[config.mk]
export PLATFORM = sky130hd
export DESIGN_NAME = ebc_top
export DESIGN_NICKNAME = d
export VERILOG_FILES = /design/src/hw/ebc_top.v
export VERILOG_INCLUDE_DIRS = /design/src /design/src/hw
export SDC_FILE = /design/constraint.sdc
export NUM_CORES = 1
export LEC_CHECK = 0
export BUFFER_PORTS_ARGS = -buffer_cell sky130_fd_sc_hd__buf_2
export CAP_MARGIN = 15
export CORE_MARGIN = 3
export CORE_UTILIZATION = 36
export DETAILED_ROUTE_END_ITERATION = 8
export PLACE_DENSITY = 0.7
export SYNTH_ARGS = -nofsm -noshare
export SYNTH_HDL_FRONTEND = slang
export SYNTH_SLANG_ARGS = --single-unit
[constraint.sdc]
create_clock -name aclk -period 4.4 [get_ports aclk]
set_input_delay 0.44 -clock aclk [delete_from_list [all_inputs] [get_ports aclk]]
set_output_delay 0.44 -clock aclk [all_outputs]
set_load 0.005 [all_outputs]
[src/hw/ebc_defines.vh]
// Register map, field positions and reset values of the bus configuration.
`ifndef EBC_DEFINES_VH
`define EBC_DEFINES_VH
`define EBC_AW          8
`define EBC_IDX_BCC     1
`define EBC_ADDR_BCC    8'h04
`define EBC_ADDR_CFG2   8'h08
`define EBC_ADDR_CTRL   8'h0C
`define EBC_ADDR_STAT   8'h10
`define EBC_BIT_EXTENDED_BUS_ENABLE   15
`define EBC_BIT_RSVD    14
`define EBC_BIT_LATCH   13
`define EBC_BIT_PO_HI   12
`define EBC_BIT_PO_LO   11
`define EBC_BIT_SYNC_BUS_SELECT    10
`define EBC_EXU_HI      15
`define EBC_EXU_LO      12
`define EBC_CTRL_RSTM   0
`define EBC_CTRL_STYLE  1
`define EBC_CTRL_SWRST  2
`define EBC_STAT_FLAG   0
`define EBC_STAT_MASTER 1
`define EBC_STAT_STOP   2
`define EBC_STAT_RETRY  3
`define EBC_CTRL_RST    2'h1
`define EBC_CFG2_RST    16'h0000
`define EBC_RESP_OKAY   2'h0
`define EBC_RESP_SLVERR 2'h2
`define EBC_ST_RUN      2'h0
`define EBC_ST_DRAIN    2'h1
`define EBC_ST_WAIT     2'h2
`endif

[src/hw/ebc_top.v]
// Bus cycle configuration register bank with pin muxing and retry control.
//
// Overview of operation
// RL1: 16-bit config register at index 1.
// RL2: Hardware reset clears bits 15, 13 only.
// RL3: Software reset keeps config register intact.
// RL4: Host accesses register only in reset mode; the code accepts accesses whatever reset_mode is.
// RL5: Host programs register first after reset.
// RL6: Extended mode: four pins become user outputs.
// RL7: Extra outputs float until register rewritten.
// RL8: Extra outputs driven only while bus master.
// RL9: Normal mode: pins are encoder interface.
// RL10: Extended mode: tx clock pin becomes termination.
// RL11: Termination honoured only async, 68k-style bus.
// RL12: Termination pin floats until master, then input.
// RL13: Normal mode: termination pin is tx clock.
// RL14: Extended async: retry sampled on falling edge.
// RL15: Otherwise retry sampled on rising edge.
// RL16: Unlatched retry: finish, release, resume on deassert.
// RL17: Latched retry: resume after flag cleared too.
// RL18: Output bits 12, 11 drive user pins.
// RL19: Host writes zero to reserved bit 14.
//
// Added by the designer: the AXI4-Lite interface to the registers.
`timescale 1ns/1ps
`include "ebc_defines.vh"

module ebc_top (
  input  wire                 aclk,
  input  wire                 aresetn,
  input  wire [`EBC_AW-1:0]   s_axi_awaddr,
  input  wire                 s_axi_awvalid,
  output wire                 s_axi_awready,
  input  wire [31:0]          s_axi_wdata,
  input  wire [3:0]           s_axi_wstrb,
  input  wire                 s_axi_wvalid,
  output wire                 s_axi_wready,
  output wire [1:0]           s_axi_bresp,
  output wire                 s_axi_bvalid,
  input  wire                 s_axi_bready,
  input  wire [`EBC_AW-1:0]   s_axi_araddr,
  input  wire                 s_axi_arvalid,
  output wire                 s_axi_arready,
  output wire [31:0]          s_axi_rdata,
  output wire [1:0]           s_axi_rresp,
  output wire                 s_axi_rvalid,
  input  wire                 s_axi_rready,
  input  wire                 bus_grant,
  input  wire                 dma_active,
  output wire                 dma_stop,
  input  wire                 bus_retry_in,
  input  wire                 mac_txd,
  input  wire                 mac_loopback,
  output wire                 mac_rx_clock,
  output wire                 mac_rxd,
  output wire                 mac_tx_clock,
  output wire                 sync_term_valid,
  output wire                 sync_termination_in,
  input  wire                 txd_pin_i,
  output wire                 txd_pin_o,
  output wire                 txd_pin_oe,
  input  wire                 lbk_pin_i,
  output wire                 lbk_pin_o,
  output wire                 lbk_pin_oe,
  input  wire                 rxc_pin_i,
  output wire                 rxc_pin_o,
  output wire                 rxc_pin_oe,
  input  wire                 rxd_pin_i,
  output wire                 rxd_pin_o,
  output wire                 rxd_pin_oe,
  input  wire                 txc_pin_i,
  output wire                 user_pin_hi_o,
  output wire                 user_pin_hi_oe,
  output wire                 user_pin_lo_o,
  output wire                 user_pin_lo_oe,
  output wire [15:0]          bus_cycle_config,
  output wire                 reset_mode
);

  reg  [15:0]        bcc_ff;
  reg  [15:0]        cfg2_ff;
  reg  [1:0]         ctrl_ff;
  reg                cfg_written_ff;
  reg  [`EBC_AW-1:0] aw_addr_ff;
  reg                aw_full_ff;
  reg  [31:0]        w_data_ff;
  reg  [3:0]         w_strb_ff;
  reg                w_full_ff;
  reg                bvalid_ff;
  reg  [1:0]         bresp_ff;
  reg                rvalid_ff;
  reg  [31:0]        rdata_ff;
  reg  [1:0]         rresp_ff;
  reg                retry_pos_ff;
  reg                retry_neg_ff;
  reg                retry_prev_ff;
  reg                flag_ff;
  reg  [1:0]         state_ff;
  reg  [1:0]         nxt_state;
  reg  [15:0]        nxt_bcc;
  reg  [15:0]        nxt_cfg2;
  reg  [31:0]        nxt_rdata;
  reg  [1:0]         nxt_rresp;
  reg                wr_ok;

  wire do_write = aw_full_ff & w_full_ff & ~bvalid_ff;
  wire do_read  = s_axi_arvalid & ~rvalid_ff;
  wire wr_bcc   = do_write & (aw_addr_ff == `EBC_ADDR_BCC);
  wire wr_cfg2  = do_write & (aw_addr_ff == `EBC_ADDR_CFG2);
  wire wr_ctrl  = do_write & (aw_addr_ff == `EBC_ADDR_CTRL);
  wire wr_stat  = do_write & (aw_addr_ff == `EBC_ADDR_STAT);
  wire soft_rst = wr_ctrl & w_strb_ff[0] & w_data_ff[`EBC_CTRL_SWRST];

  wire ext_mode  = bcc_ff[`EBC_BIT_EXTENDED_BUS_ENABLE];
  wire sync_bus  = bcc_ff[`EBC_BIT_SYNC_BUS_SELECT];
  wire latched   = bcc_ff[`EBC_BIT_LATCH];
  wire style_68k = ctrl_ff[`EBC_CTRL_STYLE];
  wire drive_ext = cfg_written_ff & ext_mode & bus_grant;
  wire retry_lvl = (ext_mode & ~sync_bus) ? retry_neg_ff : retry_pos_ff;
  wire retry_new = retry_lvl & ~retry_prev_ff;

  assign s_axi_awready = ~aw_full_ff & ~bvalid_ff;
  assign s_axi_wready  = ~w_full_ff & ~bvalid_ff;
  assign s_axi_bvalid  = bvalid_ff;
  assign s_axi_bresp   = bresp_ff;
  assign s_axi_arready = ~rvalid_ff;
  assign s_axi_rvalid  = rvalid_ff;
  assign s_axi_rdata   = rdata_ff;
  assign s_axi_rresp   = rresp_ff;

  // Write channel capture; address and data may arrive in either order.
  always @(posedge aclk) begin
    if (!aresetn) begin
      aw_full_ff <= 1'b0;
      w_full_ff  <= 1'b0;
      bvalid_ff  <= 1'b0;
      bresp_ff   <= `EBC_RESP_OKAY;
      aw_addr_ff <= {`EBC_AW{1'b0}};
      w_data_ff  <= 32'h0000_0000;
      w_strb_ff  <= 4'h0;
    end else begin
      if (s_axi_awvalid & s_axi_awready) begin
        aw_addr_ff <= s_axi_awaddr;
        aw_full_ff <= 1'b1;
      end
      if (s_axi_wvalid & s_axi_wready) begin
        w_data_ff <= s_axi_wdata;
        w_strb_ff <= s_axi_wstrb;
        w_full_ff <= 1'b1;
      end
      if (do_write) begin
        aw_full_ff <= 1'b0;
        w_full_ff  <= 1'b0;
        bvalid_ff  <= 1'b1;
        bresp_ff   <= wr_ok ? `EBC_RESP_OKAY : `EBC_RESP_SLVERR;
      end else if (bvalid_ff & s_axi_bready) begin
        bvalid_ff <= 1'b0;
      end
    end
  end

  always @* begin
    wr_ok = wr_bcc | wr_cfg2 | wr_ctrl | wr_stat;
    nxt_bcc[15:8] = w_strb_ff[1] ? w_data_ff[15:8] : bcc_ff[15:8];
    nxt_bcc[7:0]  = w_strb_ff[0] ? w_data_ff[7:0] : bcc_ff[7:0];
    // RL19 Reserved bit zero.
    nxt_bcc[`EBC_BIT_RSVD] = 1'b0;
    nxt_cfg2[15:8] = w_strb_ff[1] ? w_data_ff[15:8] : cfg2_ff[15:8];
    nxt_cfg2[7:0]  = w_strb_ff[0] ? w_data_ff[7:0] : cfg2_ff[7:0];
  end

  // RL1 Configuration register storage.
  // RL2 Partial hardware reset.
  // RL3 No software reset term.
  // Bits other than 15 and 13 hold whatever they held before the reset.
  always @(posedge aclk) begin
    if (!aresetn) begin
      bcc_ff[`EBC_BIT_EXTENDED_BUS_ENABLE] <= 1'b0;
      bcc_ff[`EBC_BIT_LATCH] <= 1'b0;
    end else if (wr_bcc) begin
      bcc_ff <= nxt_bcc;
    end
  end

  // RL7 Pins float until rewritten.
  always @(posedge aclk) begin
    if (!aresetn) begin
      cfg_written_ff <= 1'b0;
      cfg2_ff        <= `EBC_CFG2_RST;
      ctrl_ff        <= `EBC_CTRL_RST;
    end else begin
      if (wr_bcc) begin
        cfg_written_ff <= 1'b1;
      end
      if (wr_cfg2) begin
        cfg2_ff <= nxt_cfg2;
      end
      if (wr_ctrl & w_strb_ff[0]) begin
        ctrl_ff <= w_data_ff[1:0];
      end
    end
  end

  // Register read decode.
  always @* begin
    nxt_rdata = 32'h0000_0000;
    nxt_rresp = `EBC_RESP_OKAY;
    if (s_axi_araddr == `EBC_ADDR_BCC) begin
      nxt_rdata[15:0] = bcc_ff;
    end else if (s_axi_araddr == `EBC_ADDR_CFG2) begin
      nxt_rdata[15:0] = cfg2_ff;
    end else if (s_axi_araddr == `EBC_ADDR_CTRL) begin
      nxt_rdata[1:0] = ctrl_ff;
    end else if (s_axi_araddr == `EBC_ADDR_STAT) begin
      nxt_rdata[`EBC_STAT_FLAG]   = flag_ff;
      nxt_rdata[`EBC_STAT_MASTER] = bus_grant;
      nxt_rdata[`EBC_STAT_STOP]   = dma_stop;
      nxt_rdata[`EBC_STAT_RETRY]  = retry_lvl;
    end else begin
      nxt_rresp = `EBC_RESP_SLVERR;
    end
  end

  always @(posedge aclk) begin
    if (!aresetn) begin
      rvalid_ff <= 1'b0;
      rdata_ff  <= 32'h0000_0000;
      rresp_ff  <= `EBC_RESP_OKAY;
    end else if (do_read) begin
      rvalid_ff <= 1'b1;
      rdata_ff  <= nxt_rdata;
      rresp_ff  <= nxt_rresp;
    end else if (rvalid_ff & s_axi_rready) begin
      rvalid_ff <= 1'b0;
    end
  end

  // RL15 Rising edge sample.
  always @(posedge aclk) begin
    if (!aresetn) begin
      retry_pos_ff <= 1'b0;
    end else begin
      retry_pos_ff <= bus_retry_in;
    end
  end

  // RL14 Falling edge sample.
  // Half a cycle earlier than the rising sample, traded for tighter timing.
  always @(negedge aclk) begin
    if (!aresetn) begin
      retry_neg_ff <= 1'b0;
    end else begin
      retry_neg_ff <= bus_retry_in;
    end
  end

  // RL17 Retry flag, set wins.
  always @(posedge aclk) begin
    if (!aresetn | soft_rst) begin
      retry_prev_ff <= 1'b0;
      flag_ff       <= 1'b0;
    end else begin
      retry_prev_ff <= retry_lvl;
      if (retry_new) begin
        flag_ff <= 1'b1;
      end else if (wr_stat & w_strb_ff[0] & w_data_ff[`EBC_STAT_FLAG]) begin
        flag_ff <= 1'b0;
      end
    end
  end

  // RL16 Drain, release, resume.
  always @* begin
    nxt_state = state_ff;
    case (state_ff)
      `EBC_ST_RUN: begin
        if (retry_lvl) begin
          nxt_state = `EBC_ST_DRAIN;
        end
      end
      `EBC_ST_DRAIN: begin
        if (!dma_active) begin
          nxt_state = `EBC_ST_WAIT;
        end
      end
      `EBC_ST_WAIT: begin
        // RL17 Latched resume gate.
        if (!retry_lvl && !(latched && flag_ff)) begin
          nxt_state = `EBC_ST_RUN;
        end
      end
      default: begin
        nxt_state = `EBC_ST_RUN;
      end
    endcase
  end

  always @(posedge aclk) begin
    if (!aresetn | soft_rst) begin
      state_ff <= `EBC_ST_RUN;
    end else begin
      state_ff <= nxt_state;
    end
  end

  assign dma_stop = (state_ff != `EBC_ST_RUN);

  // RL6 Extra user outputs.
  // RL8 Driven while master.
  // RL9 Normal encoder pins.
  assign txd_pin_o  = ext_mode ? cfg2_ff[`EBC_EXU_HI - 3] : mac_txd;
  assign lbk_pin_o  = ext_mode ? cfg2_ff[`EBC_EXU_HI - 2] : mac_loopback;
  assign rxc_pin_o  = cfg2_ff[`EBC_EXU_HI - 1];
  assign rxd_pin_o  = cfg2_ff[`EBC_EXU_HI];
  assign txd_pin_oe = ext_mode ? drive_ext : cfg_written_ff;
  assign lbk_pin_oe = ext_mode ? drive_ext : cfg_written_ff;
  assign rxc_pin_oe = drive_ext;
  assign rxd_pin_oe = drive_ext;
  assign mac_rx_clock = ext_mode ? 1'b0 : rxc_pin_i;
  assign mac_rxd      = ext_mode ? 1'b0 : rxd_pin_i;

  // RL13 Normal tx clock.
  assign mac_tx_clock = ext_mode ? 1'b0 : txc_pin_i;

  // RL10 Termination input.
  // RL11 Qualified termination.
  // RL12 Only once master.
  assign sync_term_valid = drive_ext & ~sync_bus & style_68k;
  assign sync_termination_in = sync_term_valid & ~txc_pin_i;

  // RL18 User pin levels.
  assign user_pin_hi_o  = bcc_ff[`EBC_BIT_PO_HI];
  assign user_pin_lo_o  = bcc_ff[`EBC_BIT_PO_LO];
  assign user_pin_hi_oe = bus_grant;
  assign user_pin_lo_oe = bus_grant;

  assign bus_cycle_config = bcc_ff;
  assign reset_mode       = ctrl_ff[`EBC_CTRL_RSTM];

endmodule // ebc_top

==> run summary, run 1 <==
Power per Cell Area: 337.3 mW/mm²
Core area: 0.01000 mm²
Met1 Use GR: 21.84%
First-pass GRT wire length: 14970 µm
Worst r2r dst: s_axi_rdata[3]
Synth warn: 0
Final #Nets: 567
WHS Path Cells: 2
CTS Hold Buffers Added: 0
Wire per inst: 14.78 µm
RSZ-0062 raised after global routing: no
Pins Over Slew Limit: 0
Avg Inst Size Synth: 9.372 µm²
Async SR Flop Fraction: 0%
Slew headroom: 45.24%
Pleak: 2.002 nW
#FFs+latches synth: 88
Tot Pwr: 0.001514 W
Initial DRC Count: 110
ANT nets after route: 0
Post-synthesis instance area: 0.003786 mm²
Antenna cell count: 0
Crit path launch type: flip-flop
Hold Path Sink: retry_pos_ff
Synth area leaders: dfxtp_1 40%, edfxtp_1 10%, nand2_1 7.1%
Clock H-tree levels: 3
Setup Skew: 0.04756 ns
Measured slew at the worst slew-check pin: 0.8152 ns
Register area: 0.001892 mm²
Share of the synthesized area in the top cell type: 39.66%
Vias in the first global route: 2949
Total routed wirelength: 9399 µm
Initial core utilization: 37.86%
Die Width: 108.6 µm
Antenna violations before repair: 0
Post-layout util: 44.89%
DR vias: 3106
R2R setup slack: 1.09 ns
DRC viols: 0
Layout cells sized above 1: 27.63%
Hold Vio Cnt, Final: 0
Post-Synthesis Cells: 404
Global Route met2 Usage: 25.33%
Type of the most critical hold path: in -> reg
Worst R2R Path Depth: 3
Element type at the critical path end: flip-flop
Full die area: 0.01178 mm²
Rows: 36
I/O pin cnt: 145
CTS clk-pin slew, worst paths: 0.09 ns
Global route total overflow: 0
HPWL Detailed: 7051 µm
First-pass DRT Iterations: 5
# setup viols final: 0
CP required: 4.65 ns
GRT busiest layer: met2
Largest area contributor in the netlist: dfxtp_1
Kind of critical path: reg -> reg
Clock latency on the worst-skew pair: 0.39 ns
Fillers: 988
Postcts setup bufs: 0
CTS Buffer Depth: 2
Number of synthesized flops with an enable pin: 13
Crit path max fanout: 5
Routing usage on met3: 4.299%
Status: finished, final reports clean
Hold_sp: bus_retry_in
Post-synth cell types: 48
Post_cts resized: 0
Clk root buf: clkbuf_8
Placer Congestion: 0.7968
Global Route Usage Sum: 16.14%
Setup TNS: 0 ns
Port bufs: 105
Clock net sink count: 88
Post-synth top flop: dfxtp_1
Post-synthesis sequential area ratio: 49.97%
Via density: 4.884
Total CTS buffers: 9
Area growth, synth to finish: 18.57%
VDD IR max: 0.0002088 V
Arr. time, crit path: 3.56 ns
Largest net degree at the start of global routing: 50
Max-cap violations: 0
Die Ht: 108.6 µm
Reg-to-Reg Start: retry_neg_ff
Multi-input gate area: 0.001657 mm²
TritonCTS clock tree: done
## metrics by stage
| stage | hold slack (ns) | area [µm²] | worst slack (ns) | cells |
|---|---|---|---|---|
| finish | 0.3101 | 4489 | 1.092 | 636 |
| CTS | 0.2995 | 4482 | 1.090 | 635 |
| detailed placement | 0.4420 | 4300 | 1.112 | 619 |
| global route | 0.2941 | 4489 | 1.035 | 636 |
| global placement | 0.4233 | 4300 | 1.162 | 619 |
| floorplan | 0.4140 | 3854 | 1.068 | 422 |
## cell type report
cell class	instances	area share [%]
sequential	88	42.14
multi-input combinational	280	36.90
timing repair buffer	109	12.37
tap	133	3.707
clock buffer	10	3.066
clock inverter	7	1.059
inverter	9	0.7525
## cells in the final DEF, fill, tap and decap left out, drive strengths merged, types with 13 or more instances in the layout
master | Yosys | routed
a21boi | 15 | 15
a21oi | 22 | 22
buf | 33 | 109
conb | 1 | 19
dfxtp | 75 | 75
edfxtp | 13 | 13
mux2i | 21 | 21
nand2 | 72 | 72
nor2 | 40 | 40
## power by group
group | internal (W) | leakage (nW) | switching, W
clock | 0.000223 | 0.0941 | 0.000292
sequential | 0.000838 | 0.735 | 0.0000219
combinational | 0.0000558 | 1.17 | 0.0000831
## cells in the mapped netlist (all sizes together) (3+ instances only)
| cell | number |
|---|---|
| nor2 | 40 |
| a21boi | 15 |
| a2bb2oi | 11 |
| nor3b | 3 |
| nand2 | 72 |
| and2 | 3 |
| o21ai | 5 |
| a21oi | 22 |
| nor4 | 3 |
| mux2i | 21 |
| a21o | 3 |
| buf | 33 |
| edfxtp | 13 |
| dfxtp | 75 |
| nand4 | 6 |
| clkbuf | 11 |
| and3 | 3 |
| a22oi | 11 |
| nor4b | 4 |
| nor2b | 9 |
| inv | 10 |
## how the worst max path moves through the flow
| stage | slack [ns] | start | endpoint |
|---|---|---|---|
| 3_5_place_dp | 1.11 | retry_neg_ff | s_axi_rdata[3] |
| 2_1_floorplan | 1.07 | aresetn | retry_neg_ff |
| 6_report | 1.09 | retry_neg_ff | s_axi_rdata[3] |
| 5_1_grt | 1.04 | retry_neg_ff | s_axi_rdata[3] |
| 3_3_place_gp | 1.16 | retry_neg_ff | s_axi_rdata[3] |
| 4_1_cts | 1.09 | retry_neg_ff | s_axi_rdata[3] |
## registers in the layout, indices dropped and copies added (netlist names)
name and count:
w_strb_ff 2, s_axi_rdata 16, state_ff 2, cfg2_ff 16, flag_ff 1, w_data_ff 16, s_axi_bvalid 1, s_axi_rresp 1
s_axi_bresp 1, ctrl_ff 2, bus_cycle_config 15, retry_prev_ff 1, cfg_written_ff 1, aw_addr_ff 8, retry_neg_ff 1, retry_pos_ff 1
s_axi_rvalid 1, aw_full_ff 1, w_full_ff 1
## layer usage
metal | share of wire [%] | up-vias
met2 | 45 | 119
met4 | 1.4 | 0
met1 | 46 | 1427
li1 | - | 1549
met5 | 0 | -
met3 | 7.8 | 11
## logic make-up after synthesis
| group | count (synthesis) | share of synthesized area (%) |
|---|---|---|
| AOI/OAI and AO/OA | 81 | 14.97 |
| xor gates and xnor gates | 1 | 0.2314 |
| buffers and inverters | 54 | 8.063 |
| DFF | 88 | 49.97 |
| muxes | 23 | 6.147 |
| other | 1 | 0.09905 |
| and+or+nand+nor | 156 | 20.52 |
## worst max-delay path, cell delays in order, from the launching register on
cell,delay (ns)
dfxtp_1,0.29
mux2i_1,0.32
o21ai_0,0.15
a32o_1,0.21
Note: power is estimated with default switching activity, not from simulation.
==> run 2: changes to the inputs <==
Settings changed: ABC_AREA set to 1.
Clock period 4.4 ns to 3.3 ns, I/O delays scaled along.
==> run summary, run 2 <==
Clock net sink count: 88 (unchanged)
Antenna cell count: 0 (unchanged)
First-pass DRT Iterations: 4 (-1)
Final instance area: 0.004631 mm² (+3.1%)
Worst path bufs/invs: 1 (+1)
# setup viols final: 0 (unchanged)
Stages on the worst setup path: 6 (+3)
Most common cell on crit path: nand2_1
Port bufs: 105 (unchanged)
Avg Inst Size Synth: 7.909 µm² (-16%)
Element type at the critical path end: flip-flop
WHS Path Cells: 3 (+1)
HPWL Detailed: 6903 µm (-2.1%)
Max-cap violations: 0 (unchanged)
Post-synthesis sequential area ratio: 48.92% (-1.1 points)
Critical-path cell list: inv_1 -> o21ai_0 -> nand2_1 -> nand3_1 -> nand2_1 -> a21oi_2
Clock H-tree levels: 3 (unchanged)
Post-synth cell types: 33 (-31%)
Number of synthesized flops with an enable pin: 13 (unchanged)
Slew headroom: 52.39% (+7.2 points)
Die Width: 109.7 µm (+1.0%)
Area growth, synth to finish: 19.73%
Placer Congestion: 0.8693 (+9.1%)
Most frequent cells after synthesis: 82 x nor2_1, 75 x dfxtp_1, 61 x nand2_1, 59 x inv_1, 52 x o21ai_0
Kind of critical path: reg -> reg
Full die area: 0.01202 mm² (+2.0%)
Slowest CP cell: o21ai_0
Most frequent cell after synthesis: nor2_1
CTS clk-pin slew, worst paths: 0.09 ns (about the same)
Rows: 37 (+2.8%)
Setup Skew: 0.03696 ns (-0.01060 ns)
Postcts setup bufs: 0 (unchanged)
First-pass GRT wire length: 14650 µm (-2.2%)
Top delay family on crit path: compound AO/OA/AOI/OAI gates
#FFs+latches synth: 88 (unchanged)
Async SR Flop Fraction: 0% (unchanged)
Clock latency on the worst-skew pair: 0.38 ns (about the same)
Clk root buf: clkbuf_8
Setup TNS: 0 ns (unchanged)
Antenna violations before repair: 0 (unchanged)
RSZ-0062 raised after global routing: no
Measured slew at the worst slew-check pin: 0.7097 ns (-0.1055 ns)
VDD IR max: 0.0003552 V (+70%)
Register share of total power: 49.4% (-7.4 points)
Pleak: 2.098 nW (+4.8%)
Layout cells sized above 1: 24.96% (-2.7 points)
Switch Pwr: 0.0005694 W (+43%)
Worst path max stage delay: 0.35 ns (+0.03 ns)
Largest net degree at the start of global routing: 61 (+22%)
Initial DRC Count: 141 (+28%)
CP required: 3.58 ns (-1.07 ns)
Die Ht: 109.7 µm (+1.0%)
DRC viols: 0 (unchanged)
Type of the most critical hold path: in -> reg
Total routed wirelength: 9143 µm (-2.7%)
Cell Int Power: 0.001814 W (+62%)
Status: finished, final reports clean
Post_cts resized: 0 (unchanged)
Final #Nets: 653 (+15%)
Switching Share: 23.89% (-2.3 points)
Post-synth top flop: dfxtp_1
Worst R2R Path Depth: 6 (+3)
Crit path max fanout: 3 (-2)
Core area: 0.01037 mm² (+3.7%)
Fillers: 1080 (+9.3%)
Synth warn: 0 (unchanged)
CTS Hold Buffers Added: 0 (unchanged)
Global Route Usage Sum: 15.54% (-0.60 points)
I/O pin cnt: 145 (unchanged)
Largest area contributor in the netlist: dfxtp_1
Clock power frac: 40.8% (+6.8 points)
Arr. time, crit path: 3.07 ns (-0.49 ns)
Post-Synthesis Cells: 489 (+21%)
CTS Buffer Depth: 2 (unchanged)
Power per Cell Area: 514.8 mW/mm² (+53%)
Area after detailed placement: 0.004365 mm² (+1.5%)
Total CTS buffers: 9 (unchanged)
Global route total overflow: 0 (unchanged)
Hold Vio Cnt, Final: 0 (unchanged)
Crit path launch type: flip-flop
Combinational power share: 9.8% (+0.6 points)
Commonest non-fill, non-tap cell in the layout: buf_2
Post-synthesis instance area: 0.003867 mm² (+2.1%)
Pins Over Slew Limit: 0 (unchanged)
Synth area leaders: dfxtp_1 39%, edfxtp_1 10%, nor2_1 8.0%
Most frequent cells in the layout: 105 x buf_2, 82 x nor2_1, 75 x dfxtp_1, 61 x nand2_1, 59 x inv_1
Via density: 4.578 (-6.3%)
ANT nets after route: 0 (unchanged)
Wire per inst: 12.61 µm (-15%)
Share of the synthesized area in the top cell type: 38.82% (-0.83 points)
DR vias: 3319 (+6.9%)
Vias in the first global route: 3112 (+5.5%)
Initial core utilization: 37.29% (-0.57 points)
TritonCTS clock tree: done
-- run 2: cell count changes after synthesis, moves of 15 or more --
| cell | change |
|---|---|
| nor2_1 | +42 |
| inv_1 | +49 |
| o21ai_0 | +47 |
| mux2i_1 | -21 |
| nand3_1 | +23 |
| a21boi_0 | -15 |
-- run 2: metrics by stage --
step	utilization, %	worst slack, ns	power, W	hold WS, ns	instances
3_3_place_gp	42.10	0.5531	0.001432	0.4309	709
2_1_floorplan	-	0.7381	0.001370	0.4225	507
6_report	44.65	0.5164	0.002384	0.1839	725
5_1_grt	44.65	0.3017	0.002501	0.2023	725
3_5_place_dp	42.10	0.5312	0.001442	0.4365	709
4_1_cts	44.65	0.5038	0.002410	0.1750	725
-- run 2: worst paths after layout --
kind / from / to / slack (ns)
max: retry_neg_ff / s_axi_rdata[3] / 0.52
min: bus_retry_in / retry_pos_ff / 0.18
max reg2reg: retry_neg_ff / s_axi_rdata[3] / 0.52
min reg2reg: cfg2_ff[8] / cfg2_ff[8] / 0.45
-- run 2: cell families (layout without fill, tap and decap cells) --
kind of cell	after synthesis	in the layout	synth area share [%]
flip-flops	88	88	48.92
AO/OA/AOI/OAI	99	99	14.14
AND/OR/NAND/NOR	197	197	23.49
other	1	19	0.09696
buffers and inverters	104	186	13.36
-- run 2: cell type report --
cell class	instances	area [µm²]	area share, %
sequential	88	1892	40.85
multi-input combinational	315	1526	32.96
timing repair buffer	107	540.5	11.67
inverter	62	232.7	5.026
tap	136	170.2	3.675
clock inverter	7	141.4	3.053
clock buffer	10	127.6	2.756
-- run 2: power by group through the flow --
stage          Combinational, W  Sequential, W   Clock [W]
6_report               0.000232        0.00118    0.000973
4_1_cts                0.000235        0.00118    0.000995
2_1_floorplan          0.000171        0.00120  0.00000379
3_3_place_gp           0.000227        0.00120  0.00000379
5_1_grt                0.000271        0.00119     0.00104
3_5_place_dp           0.000234        0.00120  0.00000379
-- run 2: per-layer routing --
| metal | share of wire [%] | GRT usage (%) |
|---|---|---|
| met5 | 0 | 0 |
| met4 | 1.0 | 4.185 |
| met3 | 6.2 | 3.171 |
| met2 | 47 | 25.54 |
| met1 | 46 | 20.81 |
-- run 2: tightest hold or removal path, stage by stage --
cell	delay, ns
buf_2	0.08
nand2_1	0.04
inv_1	0.05
==> run 3: changes to the inputs <==
Settings changed: ABC_AREA 1 to 0, PLACE_DENSITY 0.7 to 0.72.
Clock period 3.3 ns to 2.2 ns, I/O delays scaled along.
==> run summary, run 3 (synthesis results as in run 1) <==
Kind of critical path: reg -> reg
Power per Cell Area: 666.9 mW/mm² (+30%)
Port bufs: 105 (unchanged)
Crit path max fanout: 5 (+2)
Initial DRC Count: 160 (+13%)
First-pass GRT wire length: 14810 µm (+1.1%)
R2R setup slack: 0.04 ns (-0.48 ns)
CP required: 2.42 ns (-1.16 ns)
Critical-path cell list: mux2i_4 -> a2111oi_1
Reg-to-Reg Start: retry_neg_ff
Global route total overflow: 0 (unchanged)
Area growth, synth to finish: 20.22%
Tot Pwr: 0.003036 W (+27%)
Clock net sink count: 88 (unchanged)
Vias in the first global route: 2968 (-4.6%)
CTS clk-pin slew, worst paths: 0.08 ns (about the same)
CP Launch Point: retry_neg_ff
Worst r2r dst: state_ff[0]
Hold Vio Cnt, Final: 0 (unchanged)
Total CTS buffers: 9 (unchanged)
CTS Buffer Depth: 2 (unchanged)
Wire per inst: 14.69 µm (+16%)
Slew headroom: 55.49% (+3.1 points)
I/O pin cnt: 145 (unchanged)
Clock H-tree levels: 3 (unchanged)
Worst path bufs/invs: 0 (-1)
TritonCTS clock tree: done
Global Route Usage Sum: 16.16% (+0.62 points)
Final #Nets: 574 (-12%)
# setup viols final: 0 (unchanged)
Clock latency on the worst-skew pair: 0.39 ns (about the same)
Largest net degree at the start of global routing: 42 (-31%)
Final hold slack: 0.09636 ns (-0.08751 ns)
Postcts setup bufs: 0 (unchanged)
Crit path to: state_ff[0]
HPWL Detailed: 7216 µm (+4.5%)
Full die area: 0.01178 mm² (-2.0%)
Die Width: 108.6 µm (-1.0%)
Antenna violations before repair: 0 (unchanged)
Die Ht: 108.6 µm (-1.0%)
Via density: 4.890 (+6.8%)
Total routed wirelength: 9445 µm (+3.3%)
Worst R2R Path Depth: 2 (-4)
Fillers: 983 (-9.0%)
DR vias: 3144 (-5.3%)
Antenna cell count: 0 (unchanged)
Measured slew at the worst slew-check pin: 0.6660 ns (-0.04369 ns)
Layout cells sized above 1: 28.43% (+3.5 points)
Type of the most critical hold path: in -> reg
Rows: 36 (-2.7%)
Status: finished, final reports clean
Top delay family on crit path: compound AO/OA/AOI/OAI gates
Slowest CP cell: a2111oi_1
First-pass DRT Iterations: 4 (unchanged)
Pleak: 2.046 nW (-2.5%)
Most frequent cells in the layout: 105 x buf_2, 75 x dfxtp_1, 72 x nand2_1, 40 x nor2_1, 22 x a21oi_1
Commonest non-fill, non-tap cell in the layout: buf_2
Element type at the critical path end: flip-flop
Worst path max stage delay: 0.45 ns (+0.10 ns)
ANT nets after route: 0 (unchanged)
Initial core utilization: 37.86% (+0.57 points)
Crit path launch type: flip-flop
VDD IR max: 0.0002922 V (-18%)
Core area: 0.01000 mm² (-3.6%)
Pins Over Slew Limit: 0 (unchanged)
Arr. time, crit path: 2.38 ns (-0.69 ns)
Clk root buf: clkbuf_8
Setup Skew: 0.04475 ns (+0.007784 ns)
DRC viols: 0 (unchanged)
Stages on the worst setup path: 2 (-4)
Max-cap violations: 0 (unchanged)
Placer Congestion: 0.8037 (-7.5%)
-- run 3: cell count changes in the layout (fill, tap and decap cells not counted), sizes merged, moves of 10 or more --
cell / delta
a21boi: +15
a2bb2oi: +11
inv: -54
o21ai: -51
nand3: -26
nor2: -48
mux2i: +21
a22oi: +10
a21oi: -11
-- run 3: cell type report --
cell class                 instances  area, µm²  share of cell area [%]
sequential                        88       1892                   41.56
multi-input combinational        280       1670                   36.70
timing repair buffer             116      608.1                   13.36
tap                              133      166.4                   3.656
clock buffer                      13      158.9                   3.491
inverter                           9      33.78                  0.7422
clock inverter                     4      22.52                  0.4948
-- run 3: how the worst min path moves through the flow --
| stage | start | to | slack, ns | cells after the start |
|---|---|---|---|---|
| finish | s_axi_awaddr[1] | aw_addr_ff[1] | 0.1 | 3 |
| detailed placement | w_data_ff[6] | bus_cycle_config[6] | 0.44 | 0 |
| global placement | state_ff[1] | state_ff[0] | 0.43 | 1 |
| global route | s_axi_awaddr[7] | aw_addr_ff[7] | 0.08 | 3 |
| CTS | s_axi_awaddr[7] | aw_addr_ff[7] | 0.08 | 3 |
| floorplan | s_axi_wdata[14] | w_data_ff[14] | 0.36 | 2 |
-- run 3: what timing repair did --
item / CTS / global route
resized for setup: 1 / 2
setup endpoints to repair: 1 / 2
hold buffers: 0 / 0
-- run 3: power breakdown --
part / internal, W / switching [W] / total [W]
Sequential: 0.00168 / 0.0000449 / 0.00172
Combinational: 0.000121 / 0.000172 / 0.000293
Clock: 0.000474 / 0.000547 / 0.00102
-- run 3: through the flow --
step	TNS (ns)	instances	utilization, %	instance area (µm²)	setup WS (ns)
3_5_place_dp	-0.01502	627	43.61	4360	-0.01502
5_1_grt	-0.04631	643	45.52	4552	-0.04631
3_3_place_gp	0	627	43.61	4360	0.05325
4_1_cts	0	643	45.42	4542	0.04234
6_report	0	643	45.52	4552	0.03999
2_1_floorplan	0	422	-	3854	0.1538
-- run 3: worst min-delay path, delay by kind of cell --
kind	cells	cell delay, ns
compound gates	1	0.05
buf+inv	1	0.09
simple gates	1	0.05
-- run 3: per-layer routing --
metal  global-route usage, %  wire [µm]
met5                       0          0
met1                   21.14       4283
met3                   4.537        734
met2                   25.33       4274
met4                   6.222        153
